[config.mk]
export PLATFORM = sky130hd
export DESIGN_NAME = custom_charger_stimulus_config
export DESIGN_NICKNAME = d
export VERILOG_FILES = /design/src/pkg/charger_stim_pkg.sv /design/src/rtl/stim_response_timer.sv /design/src/rtl/custom_charger_stimulus_config.sv
export SDC_FILE = /design/constraint.sdc
export NUM_CORES = 1
export LEC_CHECK = 0
export ABC_AREA = 0
export BUFFER_PORTS_ARGS = -buffer_cell sky130_fd_sc_hd__buf_4
export CAP_MARGIN = 20
export CORE_ASPECT_RATIO = 1.5
export CORE_MARGIN = 2
export CORE_UTILIZATION = 45
export CTS_CLUSTER_SIZE = 24
export DETAILED_ROUTE_END_ITERATION = 6
export GPL_TIMING_DRIVEN = 0
export PLACE_DENSITY_LB_ADDON = 0.2
export SYNTH_ARGS = -nofsm -noshare
export SYNTH_HDL_FRONTEND = slang
export SYNTH_SLANG_ARGS = --single-unit
[constraint.sdc]
create_clock -name clk -period 8.8 [get_ports clk]
set_input_delay 2.64 -clock clk [delete_from_list [all_inputs] [get_ports clk]]
set_output_delay 2.64 -clock clk [all_outputs]
set_load 0.01 [all_outputs]
[src/pkg/charger_stim_pkg.sv]
package charger_stim_pkg;

	// ****************************************************
	// Register offsets
	// ****************************************************
	localparam logic [7:0] ADDR_STIM2_PULLDOWN_THRESHOLD = 8'h47;
	localparam logic [7:0] ADDR_STIM2_DIVIDER_RATIO = 8'h48;
	localparam logic [7:0] ADDR_STIM3_TIMING_SELECT = 8'h49;
	localparam logic [7:0] ADDR_STIM3_RESPONSE = 8'h4a;

	// ****************************************************
	// Field positions
	// ****************************************************
	localparam int SINK_CURRENT_LSB = 4;
	localparam int THRESHOLD_LSB = 0;
	localparam int RATIO_LSB = 0;
	localparam int TIMER_TYPE_BIT = 6;
	localparam int DELAY_LSB = 3;
	localparam int DETECT_SELECT_LSB = 0;
	localparam int RESPONSE_LEVEL_LSB = 4;
	localparam int RESPONSE_KIND_LSB = 0;

	// ****************************************************
	// Reset values
	// ****************************************************
	localparam logic [1:0] SINK_CURRENT_RST = 2'h0;
	localparam logic [3:0] THRESHOLD_RST = 4'h0;
	localparam logic [2:0] RATIO_RST = 3'h0;
	localparam logic TIMER_TYPE_RST = 1'b0;
	localparam logic [2:0] DELAY_RST = 3'h0;
	localparam logic [2:0] DETECT_SELECT_RST = 3'h0;
	localparam logic [3:0] RESPONSE_LEVEL_RST = 4'h0;
	localparam logic [3:0] RESPONSE_KIND_RST = 4'h0;

	// ****************************************************
	// Codes
	// ****************************************************
	localparam logic [2:0] RATIO_RESERVED = 3'h7;
	localparam logic [3:0] LEVEL_RESERVED = 4'hf;
	localparam logic [3:0] KIND_REMOVE = 4'h0;
	localparam logic [3:0] KIND_RSVD_A = 4'h5;
	localparam logic [3:0] KIND_RSVD_B = 4'h8;
	localparam logic [3:0] KIND_RSVD_C = 4'hb;
	localparam logic [3:0] KIND_DIV_DP = 4'h6;
	localparam logic [3:0] KIND_DIV_DM = 4'h9;
	localparam logic [3:0] KIND_DIV_BOTH = 4'hc;
	localparam logic [2:0] SEL_VBUS_READY = 3'h0;
	localparam logic [2:0] SEL_DP_ABOVE = 3'h1;
	localparam logic [2:0] SEL_DP_WINDOW = 3'h2;
	localparam logic [2:0] SEL_DM_ABOVE = 3'h3;
	localparam logic [2:0] SEL_RSVD_A = 3'h4;
	localparam logic [2:0] SEL_RSVD_B = 3'h5;
	localparam logic [2:0] SEL_DP_ABOVE_ALT = 3'h6;
	localparam logic [2:0] SEL_VBUS_PRESENT = 3'h7;

	// ****************************************************
	// Timing
	// ****************************************************
	localparam int CLK_PERIOD_NS = 50;
	localparam int MS_IN_NS = 1000000;
	localparam int MS_CYCLES = MS_IN_NS / CLK_PERIOD_NS;

	// ****************************************************
	// Types
	// ****************************************************
	typedef struct packed {
		logic [1:0] sinkCurrent;
		logic [3:0] threshold;
	} bc12_settings_t;

	typedef struct packed {
		logic timerType;
		logic [2:0] delayCode;
		logic [2:0] detectSelect;
		logic [3:0] responseLevel;
		logic [3:0] responseKind;
	} third_step_t;

	typedef struct packed {
		logic dpAboveThreshold;
		logic dmAboveThreshold;
		logic dpAboveFloor;
		logic vbusReady;
		logic vbusPresent;
	} line_sense_t;

	typedef enum logic [3:0] {
		TMR_IDLE = 4'b0001,
		TMR_DELAY = 4'b0010,
		TMR_APPLY = 4'b0100,
		TMR_DONE = 4'b1000
	} timer_state_t;

	// Delay code to milliseconds
	function automatic logic [6:0] delay_ms(input logic [2:0] code);
		case (code)
			3'h0: delay_ms = 7'h00;
			3'h1: delay_ms = 7'h01;
			3'h2: delay_ms = 7'h05;
			3'h3: delay_ms = 7'h0a;
			3'h4: delay_ms = 7'h14;
			3'h5: delay_ms = 7'h28;
			3'h6: delay_ms = 7'h50;
			default: delay_ms = 7'h64;
		endcase
	endfunction

endpackage

[src/rtl/stim_response_timer.sv]
module stim_response_timer #(
	parameter int MsCycles = charger_stim_pkg::MS_CYCLES
) (
	input wire logic clk,
	input wire logic rst_n,
	input wire logic enable,
	input wire logic detect,
	input wire logic timerType,
	input wire logic [2:0] delayCode,
	output logic responseActive
);
	import charger_stim_pkg::*;

	// ****************************************************
	// Millisecond divider and state
	// ****************************************************
	timer_state_t state_ff, nxt_state;
	logic [31:0] div_ff, nxt_div;
	logic [6:0] msLeft_ff, nxt_msLeft;
	logic active_ff, nxt_active;
	logic tick;

	assign tick = (div_ff == 32'(MsCycles - 1));
	assign responseActive = active_ff;

	always_comb begin
		nxt_state = state_ff;
		nxt_div = tick ? 32'h0 : div_ff + 32'h1;
		nxt_msLeft = (tick && msLeft_ff != 7'h00) ? msLeft_ff - 7'h01 : msLeft_ff;
		nxt_active = active_ff;
		case (state_ff)
			TMR_IDLE: begin
				nxt_active = 1'b0;
				if (detect) begin
					nxt_div = 32'h0;
					nxt_msLeft = delay_ms(delayCode);
					if (timerType) begin
						nxt_state = TMR_APPLY;
						nxt_active = 1'b1;
					end else if (delay_ms(delayCode) == 7'h00) begin
						nxt_state = TMR_DONE;
						nxt_active = 1'b1;
					end else begin
						nxt_state = TMR_DELAY;
					end
				end
			end
			TMR_DELAY: begin
				if (msLeft_ff == 7'h00) begin
					nxt_state = TMR_DONE;
					nxt_active = 1'b1;
				end
			end
			TMR_APPLY: begin
				if (msLeft_ff == 7'h00 && !detect) begin
					nxt_state = TMR_IDLE;
					nxt_active = 1'b0;
				end
			end
			TMR_DONE: begin
				nxt_active = 1'b1;
			end
			default: begin
				nxt_state = TMR_IDLE;
				nxt_active = 1'b0;
			end
		endcase
		if (!enable) begin
			nxt_state = TMR_IDLE;
			nxt_active = 1'b0;
		end
	end

	always_ff @(posedge clk) begin
		if (!rst_n) begin
			state_ff <= TMR_IDLE;
			div_ff <= 32'h0;
			msLeft_ff <= 7'h00;
			active_ff <= 1'b0;
		end else begin
			state_ff <= nxt_state;
			div_ff <= nxt_div;
			msLeft_ff <= nxt_msLeft;
			active_ff <= nxt_active;
		end
	end

endmodule

[src/rtl/custom_charger_stimulus_config.sv]
module custom_charger_stimulus_config #(
	parameter int MsCycles = charger_stim_pkg::MS_CYCLES
) (
	input wire logic clk,
	input wire logic rst_n,
	input wire logic [7:0] regAddr,
	input wire logic regWrEn,
	input wire logic [7:0] regWrData,
	output logic [7:0] regRdData,
	input wire logic charger_profile_cycle,
	input wire logic bc12ProfileActive,
	input wire logic [3:0] second_step_response_kind,
	input wire charger_stim_pkg::line_sense_t lineSense,
	output charger_stim_pkg::bc12_settings_t bc12Settings,
	output logic [2:0] second_step_divider_ratio,
	output logic dividerRatioValid,
	output charger_stim_pkg::third_step_t thirdStep,
	output logic thirdStepDetected,
	output logic thirdStepNoWait,
	output logic thirdStepResponseActive,
	output logic thirdStepRemoveResponse
);
	import charger_stim_pkg::*;

	// ****************************************************
	// Stored fields
	// ****************************************************
	logic [1:0] sinkCur_ff, nxt_sinkCur;
	logic [3:0] thresh_ff, nxt_thresh;
	logic [2:0] ratio_ff, nxt_ratio;
	third_step_t s3_ff, nxt_s3;

	// Response kinds that a write may not store
	function automatic logic kind_reserved(input logic [3:0] k);
		kind_reserved = (k == KIND_RSVD_A) || (k == KIND_RSVD_B) || (k == KIND_RSVD_C);
	endfunction

	always_comb begin
		nxt_sinkCur = sinkCur_ff;
		nxt_thresh = thresh_ff;
		nxt_ratio = ratio_ff;
		nxt_s3 = s3_ff;
		if (regWrEn) begin
			case (regAddr)
				ADDR_STIM2_PULLDOWN_THRESHOLD: begin
					nxt_sinkCur = regWrData[SINK_CURRENT_LSB +: 2];
					nxt_thresh = regWrData[THRESHOLD_LSB +: 4];
				end
				ADDR_STIM2_DIVIDER_RATIO: begin
					if (regWrData[RATIO_LSB +: 3] != RATIO_RESERVED) begin
						nxt_ratio = regWrData[RATIO_LSB +: 3];
					end
				end
				ADDR_STIM3_TIMING_SELECT: begin
					nxt_s3.timerType = regWrData[TIMER_TYPE_BIT];
					nxt_s3.delayCode = regWrData[DELAY_LSB +: 3];
					if (regWrData[DETECT_SELECT_LSB +: 3] != SEL_RSVD_A &&
						regWrData[DETECT_SELECT_LSB +: 3] != SEL_RSVD_B) begin
						nxt_s3.detectSelect = regWrData[DETECT_SELECT_LSB +: 3];
					end
				end
				ADDR_STIM3_RESPONSE: begin
					if (regWrData[RESPONSE_LEVEL_LSB +: 4] != LEVEL_RESERVED) begin
						nxt_s3.responseLevel = regWrData[RESPONSE_LEVEL_LSB +: 4];
					end
					if (!kind_reserved(regWrData[RESPONSE_KIND_LSB +: 4])) begin
						nxt_s3.responseKind = regWrData[RESPONSE_KIND_LSB +: 4];
					end
				end
				default: begin
					nxt_ratio = ratio_ff;
				end
			endcase
		end
	end

	always_ff @(posedge clk) begin
		if (!rst_n) begin
			sinkCur_ff <= SINK_CURRENT_RST;
			thresh_ff <= THRESHOLD_RST;
			ratio_ff <= RATIO_RST;
			s3_ff <= {TIMER_TYPE_RST, DELAY_RST, DETECT_SELECT_RST, RESPONSE_LEVEL_RST,
				RESPONSE_KIND_RST};
		end else begin
			sinkCur_ff <= nxt_sinkCur;
			thresh_ff <= nxt_thresh;
			ratio_ff <= nxt_ratio;
			s3_ff <= nxt_s3;
		end
	end

	// ****************************************************
	// Read-back
	// ****************************************************
	always_comb begin
		case (regAddr)
			ADDR_STIM2_PULLDOWN_THRESHOLD: regRdData = {2'h0, sinkCur_ff, thresh_ff};
			ADDR_STIM2_DIVIDER_RATIO: regRdData = {5'h00, ratio_ff};
			ADDR_STIM3_TIMING_SELECT: regRdData = {1'b0, s3_ff.timerType, s3_ff.delayCode,
				s3_ff.detectSelect};
			ADDR_STIM3_RESPONSE: regRdData = {s3_ff.responseLevel, s3_ff.responseKind};
			default: regRdData = 8'h00;
		endcase
	end

	// ****************************************************
	// Profile-gated copies for the emulation engine
	// ****************************************************
	bc12_settings_t bc12_ff, nxt_bc12;
	logic [2:0] useRatio_ff, nxt_useRatio;

	// Engine copies freeze while the other profile runs
	always_comb begin
		nxt_bc12 = bc12_ff;
		nxt_useRatio = useRatio_ff;
		if (bc12ProfileActive) begin
			nxt_bc12 = '{sinkCurrent: sinkCur_ff, threshold: thresh_ff};
		end else begin
			nxt_useRatio = ratio_ff;
		end
	end

	always_ff @(posedge clk) begin
		if (!rst_n) begin
			bc12_ff <= '{sinkCurrent: SINK_CURRENT_RST, threshold: THRESHOLD_RST};
			useRatio_ff <= RATIO_RST;
		end else begin
			bc12_ff <= nxt_bc12;
			useRatio_ff <= nxt_useRatio;
		end
	end

	assign bc12Settings = bc12_ff;
	assign second_step_divider_ratio = useRatio_ff;
	assign dividerRatioValid = !bc12ProfileActive &&
		(second_step_response_kind == KIND_DIV_DP ||
		second_step_response_kind == KIND_DIV_DM ||
		second_step_response_kind == KIND_DIV_BOTH);
	assign thirdStep = s3_ff;

	// ****************************************************
	// Line sense synchroniser and detect decode
	// ****************************************************
	// Comparator outputs are asynchronous: two flops first
	line_sense_t senseMeta_ff, sense_ff;
	logic detect_ff, nxt_detect;
	logic noWait_ff, nxt_noWait;

	always_comb begin
		nxt_noWait = 1'b0;
		nxt_detect = 1'b0;
		case (s3_ff.detectSelect)
			SEL_VBUS_READY: begin
				nxt_detect = sense_ff.vbusReady;
				nxt_noWait = 1'b1;
			end
			SEL_DP_ABOVE, SEL_DP_ABOVE_ALT: nxt_detect = sense_ff.dpAboveThreshold;
			SEL_DM_ABOVE: nxt_detect = sense_ff.dmAboveThreshold;
			SEL_DP_WINDOW: nxt_detect = !sense_ff.dpAboveThreshold &&
				sense_ff.dpAboveFloor;
			SEL_VBUS_PRESENT: begin
				nxt_detect = sense_ff.vbusPresent;
				nxt_noWait = 1'b1;
			end
			default: nxt_detect = 1'b0;
		endcase
	end

	always_ff @(posedge clk) begin
		if (!rst_n) begin
			senseMeta_ff <= '0;
			sense_ff <= '0;
			detect_ff <= 1'b0;
			noWait_ff <= 1'b0;
		end else begin
			senseMeta_ff <= lineSense;
			sense_ff <= senseMeta_ff;
			detect_ff <= nxt_detect;
			noWait_ff <= nxt_noWait;
		end
	end

	assign thirdStepDetected = detect_ff;
	assign thirdStepNoWait = noWait_ff;
	assign thirdStepRemoveResponse = (s3_ff.responseKind == KIND_REMOVE);

	// ****************************************************
	// Response timing
	// ****************************************************
	// Rearms only from idle; cycle end clears the response
	stim_response_timer #(
		.MsCycles(MsCycles)
	) u_timer (
		.clk(clk),
		.rst_n(rst_n),
		.enable(charger_profile_cycle),
		.detect(detect_ff),
		.timerType(s3_ff.timerType),
		.delayCode(s3_ff.delayCode),
		.responseActive(thirdStepResponseActive)
	);

endmodule

-- Word-level counts from Yosys, hierarchy flattened
Index checks and enable logic that the tools add are counted.
- register bits after elaboration: 89
- bits of input ports: 30
- output and inout bits: 37
- logic and storage cells: 118
- $add $sub $neg: 2
- equal/unequal tests: 33
- muxes and demuxes: 25
- bitwise operators: 2
- reductions and logical operators: 29
- operators by type and width (operator ; number):
    2-to-1 mux 32 bit ; 3
    one-hot mux 7 bit (7 select lines) ; 1
    2-to-1 mux 7 bit ; 6
    adder 32 x 1 -> 32 bit, second input constant ; 1
    == test 32 x 15 -> 1 bit, second input constant ; 1
    == test 8 x 7 -> 1 bit, second input constant ; 4
    one-hot mux 8 bit (4 select lines) ; 1
    == test 4 bit, second input constant ; 5
    2-to-1 mux 4 bit ; 5
    one-hot mux 4 bit (4 select lines) ; 1
    == test 3 bit, second input constant ; 5
    logical NOT 7 bit ; 2
    == test 3 x 2 -> 1 bit, second input constant ; 4
    == test 4 x 3 -> 1 bit, second input constant ; 3
    AND reduction 3 bit ; 4
    != test 3 bit, second input constant ; 3
    AND reduction 2 bit ; 4
    nonzero test 7 bit ; 1
    subtractor 7 x 1 -> 7 bit, second input constant ; 1
    == test 3 x 1 -> 1 bit, second input constant ; 2
    logical NOT 3 bit ; 2
    2-to-1 mux 1 bit ; 6
    logical AND 1 bit ; 5
    one-hot mux 1 bit (5 select lines) ; 1
    other kinds (12) ; 20

-- Logic depth before layout (Yosys ltp)
- word-level depth: 10
- gate-level depth with buffers: 6
- gate-level depth less buffers: 6

-- Hierarchy
A second synthesis with hierarchy kept.
- cells, all modules: 463
- area total of the unflattened synthesis: 4211.5 um2
- by module, submodules not included (module ; instances ; cells an instance ; area each (um2) ; sequential area each (um2)):
    stim_response_timer ; 1 ; 267 ; 2252.2 ; 880.8
    custom_charger_stimulus_config ; 1 ; 196 ; 1959.4 ; 900.9

-- Worst setup path after synthesis
No wires, ideal clock.
- kind: input port to output port
- start: input port regAddr[5]
- end: output port regRdData[2]
- arrival time: 4.135 ns
- data required time: 6.160 ns
- path slack: 2.025 ns
- stages on the path: 5
- buffers on the path: 1
- cell sequence: or4b_1 nor4b_1 buf_2 a222oi_1 nand2_1
- cells in the longest elaborated chain, start to end: 2
- elaborated cells on any way between the ends: 5
- classes of those cells: eq/ne (4); mux (1)
- RTL lines (what ; RTL line ; RTL):
    start, declared ; custom_charger_stimulus_config.sv:6 ; input wire logic [7:0] regAddr,
    == test 8 x 7 -> 1 bit ; custom_charger_stimulus_config.sv:96 ; case (regAddr)
    one-hot mux 8 bit (4 select lines) (*) ; custom_charger_stimulus_config.sv:96 ;
    end, declared ; custom_charger_stimulus_config.sv:9 ; output logic [7:0] regRdData,
Mark *: on every way between the ends. The rest lies on a longest branch, timed or not.

-- Worst setup path in the final report
- start: input port regAddr[5]
- end: output port regRdData[1]
Same word-level chain as after synthesis.

==> flow_summary.ini <==
[cts]
clockRootBuffer = clkbuf_16
clockBufferDepth = 2
post-cts-setup-buffer-count = 0
clkLatencyLatePin_ns = 0.34
clock_sink_total = 89
cts-buffers-inserted = 9
worst_setup_hold_path_clk_slew_ns = 0.06
cts_max_level = 3
post_cts.resized_instances = 0
number_of_buffers_inserted_for_hold_repair_after_clock_tree_synthesis = 0
clock_tree_from_tritoncts = yes

[yosys]
synth_area_um2 = 4000
count_of_cell_types_in_the_netlist = 45
synth_async_sr_flop_share_pct = 0
syn-instance-count = 465
synth_seq_area_share_pct = 44.5
synthesis.area_per_instance_um2 = 8.61
synth-seq-cells = 89
total_of_warnings_raised_by_yosys = 0
synthFlopType = dfxtp_1
synth_fp_nets = 498
synth_edf_count = 0

[finish]
nNetsFinal = 570
drive_gt1_share_pct = 16.2
flow.area_growth_from_synthesis_pct = 22.3
layoutNonFillerInstCount = 652
layout_commonest_cell = dfxtp_1
layout.cells.most_common_list = 89 x dfxtp_1, 64 x nor2_1, 62 x buf_4
layout.core_utilization_pct = 56.1
fillerInstances = 836
antenna_cells_inserted = 0

[floorplanning]
total_number_of_placement_rows = 42
dieArea_um2 = 9680
floorplan.core_area_um2 = 8720
width_of_the_die_um = 81.0
die-height_um = 119
design.portCount = 67
floorplan.initialDensity_pct = 45.9

[place]
place.detailed.hpwl_um = 6970
placed_cells_incl_taps = 636
place.gp.congestion = 0.828
port_buffers = 61
dp_slack_ns = 1.42

[pwr]
irDropWorstVdd_v = 0.000102
power_per_cell_area_nw_per_um2 = 172
cellLeakagePower_uw = 0.00194
report.power.total_uw = 841

[worst_setup_path]
worst_ep_required_time_ns = 6.16
start_kind = input pin
crit_top_cell = buf_4
crit_arrival_ns = 4.78
critical_path_class = in2out
worst_path_largest_cell_delay_ns = 0.72
end_kind = output port
worst_path_max_delay_cell = nor4b_1
list_of_cells_traversed_by_the_critical_path = buf_4, or4b_1, nor4b_1, buf_2, a222oi_1, nand2_1, buf_4
critPathMaxFanout = 10

[timing]
worst_slew_margin_rel_pct = 29.7
finClkSkew_ns = 0.00649
final_critical_path_setup_slack_ns = 1.38
final_min_period_over_clock_period_pct = 84.3
report.final.slew_viol_count = 0
tightestPinTransition_ns = 1.05
setup_viol = 0
hold_viol_final = 0
final_setup_tns_ns = 0
rsz0062_at_grt = false
time_the_worst_path_needs_with_i_o_delays_and_setup_ns = 7.42
achievable-frequency_mhz = 135

[global_route]
antenna_found_initial = 0
grt_first_pass_wirelength_um = 15600
grt_max_degree = 16
overflow = 0
grt.total_usage_pct = 20.4
grt_pass1_vias = 3378

[routing]
avgRoutedWirePerCell_um = 14.8
totalWireLength_um = 9660
detailedRoute.firstIterationViolations = 214
via_per_inst = 5.54
vias_after_detailed_routing = 3611
antenna_left = 0
detail_route.first_pass.iterations = 4
remaining_drc_errors = 0

[job]
max_cap_violations = 0

[hold_path]
hold_class = reg2reg

[status]
outcome = finished clean
## layer usage
| layer | track usage, % | share of wire, % |
|---|---|---|
| met5 | 0 | 0 |
| met2 | 34.3 | 51 |
| met1 | 24.6 | 43 |
| met4 | 7.84 | 1.9 |
| met3 | 4.89 | 4.3 |
## layout make-up
| cell class | instances | area (um2) | area share, % |
|---|---|---|---|
| timing repair buffer | 61 | 458 | 9.36 |
| clock inverter | 6 | 67.6 | 1.38 |
| inverter | 16 | 60.1 | 1.23 |
| sequential | 89 | 1780 | 36.4 |
| multi-input combinational | 335 | 2060 | 42.1 |
| buffer | 25 | 100 | 2.05 |
| tap | 110 | 138 | 2.81 |
| clock buffer | 10 | 229 | 4.68 |
## through the flow
| step | area, um2 | hold slack, ns |
|---|---|---|
| after global routing | 4890 | 0.447 |
| after global placement | 4600 | 0.419 |
| after floorplan | 4000 | 0.412 |
| after CTS | 4890 | 0.434 |
| final | 4890 | 0.433 |
| after detailed placement | 4600 | 0.419 |
## cells by family after synthesis
logic type	synth area share, %
AO/OA/AOI/OAI	10.4
buffers and inverters	4.00
AND/OR/NAND/NOR	27.6
flip-flops	44.5
XOR/XNOR	7.44
adder cells (fa/ha/maj)	0.938
multiplexers	5.03
## synth_stat cells, types with 8 or more instances
library cell  instances  area [um2]
dfxtp_1              89        1780
nor2_1               64         240
nand2_1              36         135
nand3_1              27         135
xor2_1               26         228
a21oi_1              22         110
clkbuf_1             21        78.8
mux2i_1              19         190
nand4_1              17         106
inv_1                16        60.1
o21ai_0              16        80.1
and2_1               14        87.6
nor4_1               10        62.6
nor3_1                9        45.0
xnor2_1               8        70.1
## state kept, by name, summed over array words and instances, names as in the netlist, 4 cells and up
signal	flops
u_timer.state_ff	4
sense_ff	5
bc12Settings	6
thresh_ff	4
senseMeta_ff	5
thirdStep	15
u_timer.div_ff	32
u_timer.msLeft_ff	7
## worst max-delay path, delay by kind of cell
family | cells | cell delay, ns
AO/OA/AOI/OAI | 1 | 0.12
buffers and inverters | 3 | 0.59
AND/OR/NAND/NOR | 3 | 1.43
## power breakdown
part | leakage (uW) | switching, uW | internal, uW | total, uW
combinational | 0.00108 | 27.4 | 19.6 | 47.0
clock | 0.000139 | 162 | 221 | 383
sequential | 0.000720 | 3.38 | 408 | 411
total | 0.00194 | 192 | 649 | 841
## worst paths after layout
check,startpoint,to,slack (ns),cells past startpoint
max,regAddr[5],regRdData[1],1.38,7
min,senseMeta_ff[2]$_SDFF_PN0_,sense_ff[2]$_SDFF_PN0_,0.43,1
max reg2reg,u_timer.div_ff[27]$_SDFF_PN0_,u_timer.div_ff[26]$_SDFF_PN0_,6.34,6
min reg2reg,senseMeta_ff[2]$_SDFF_PN0_,sense_ff[2]$_SDFF_PN0_,0.43,1
(Power assumes the default switching activity.)
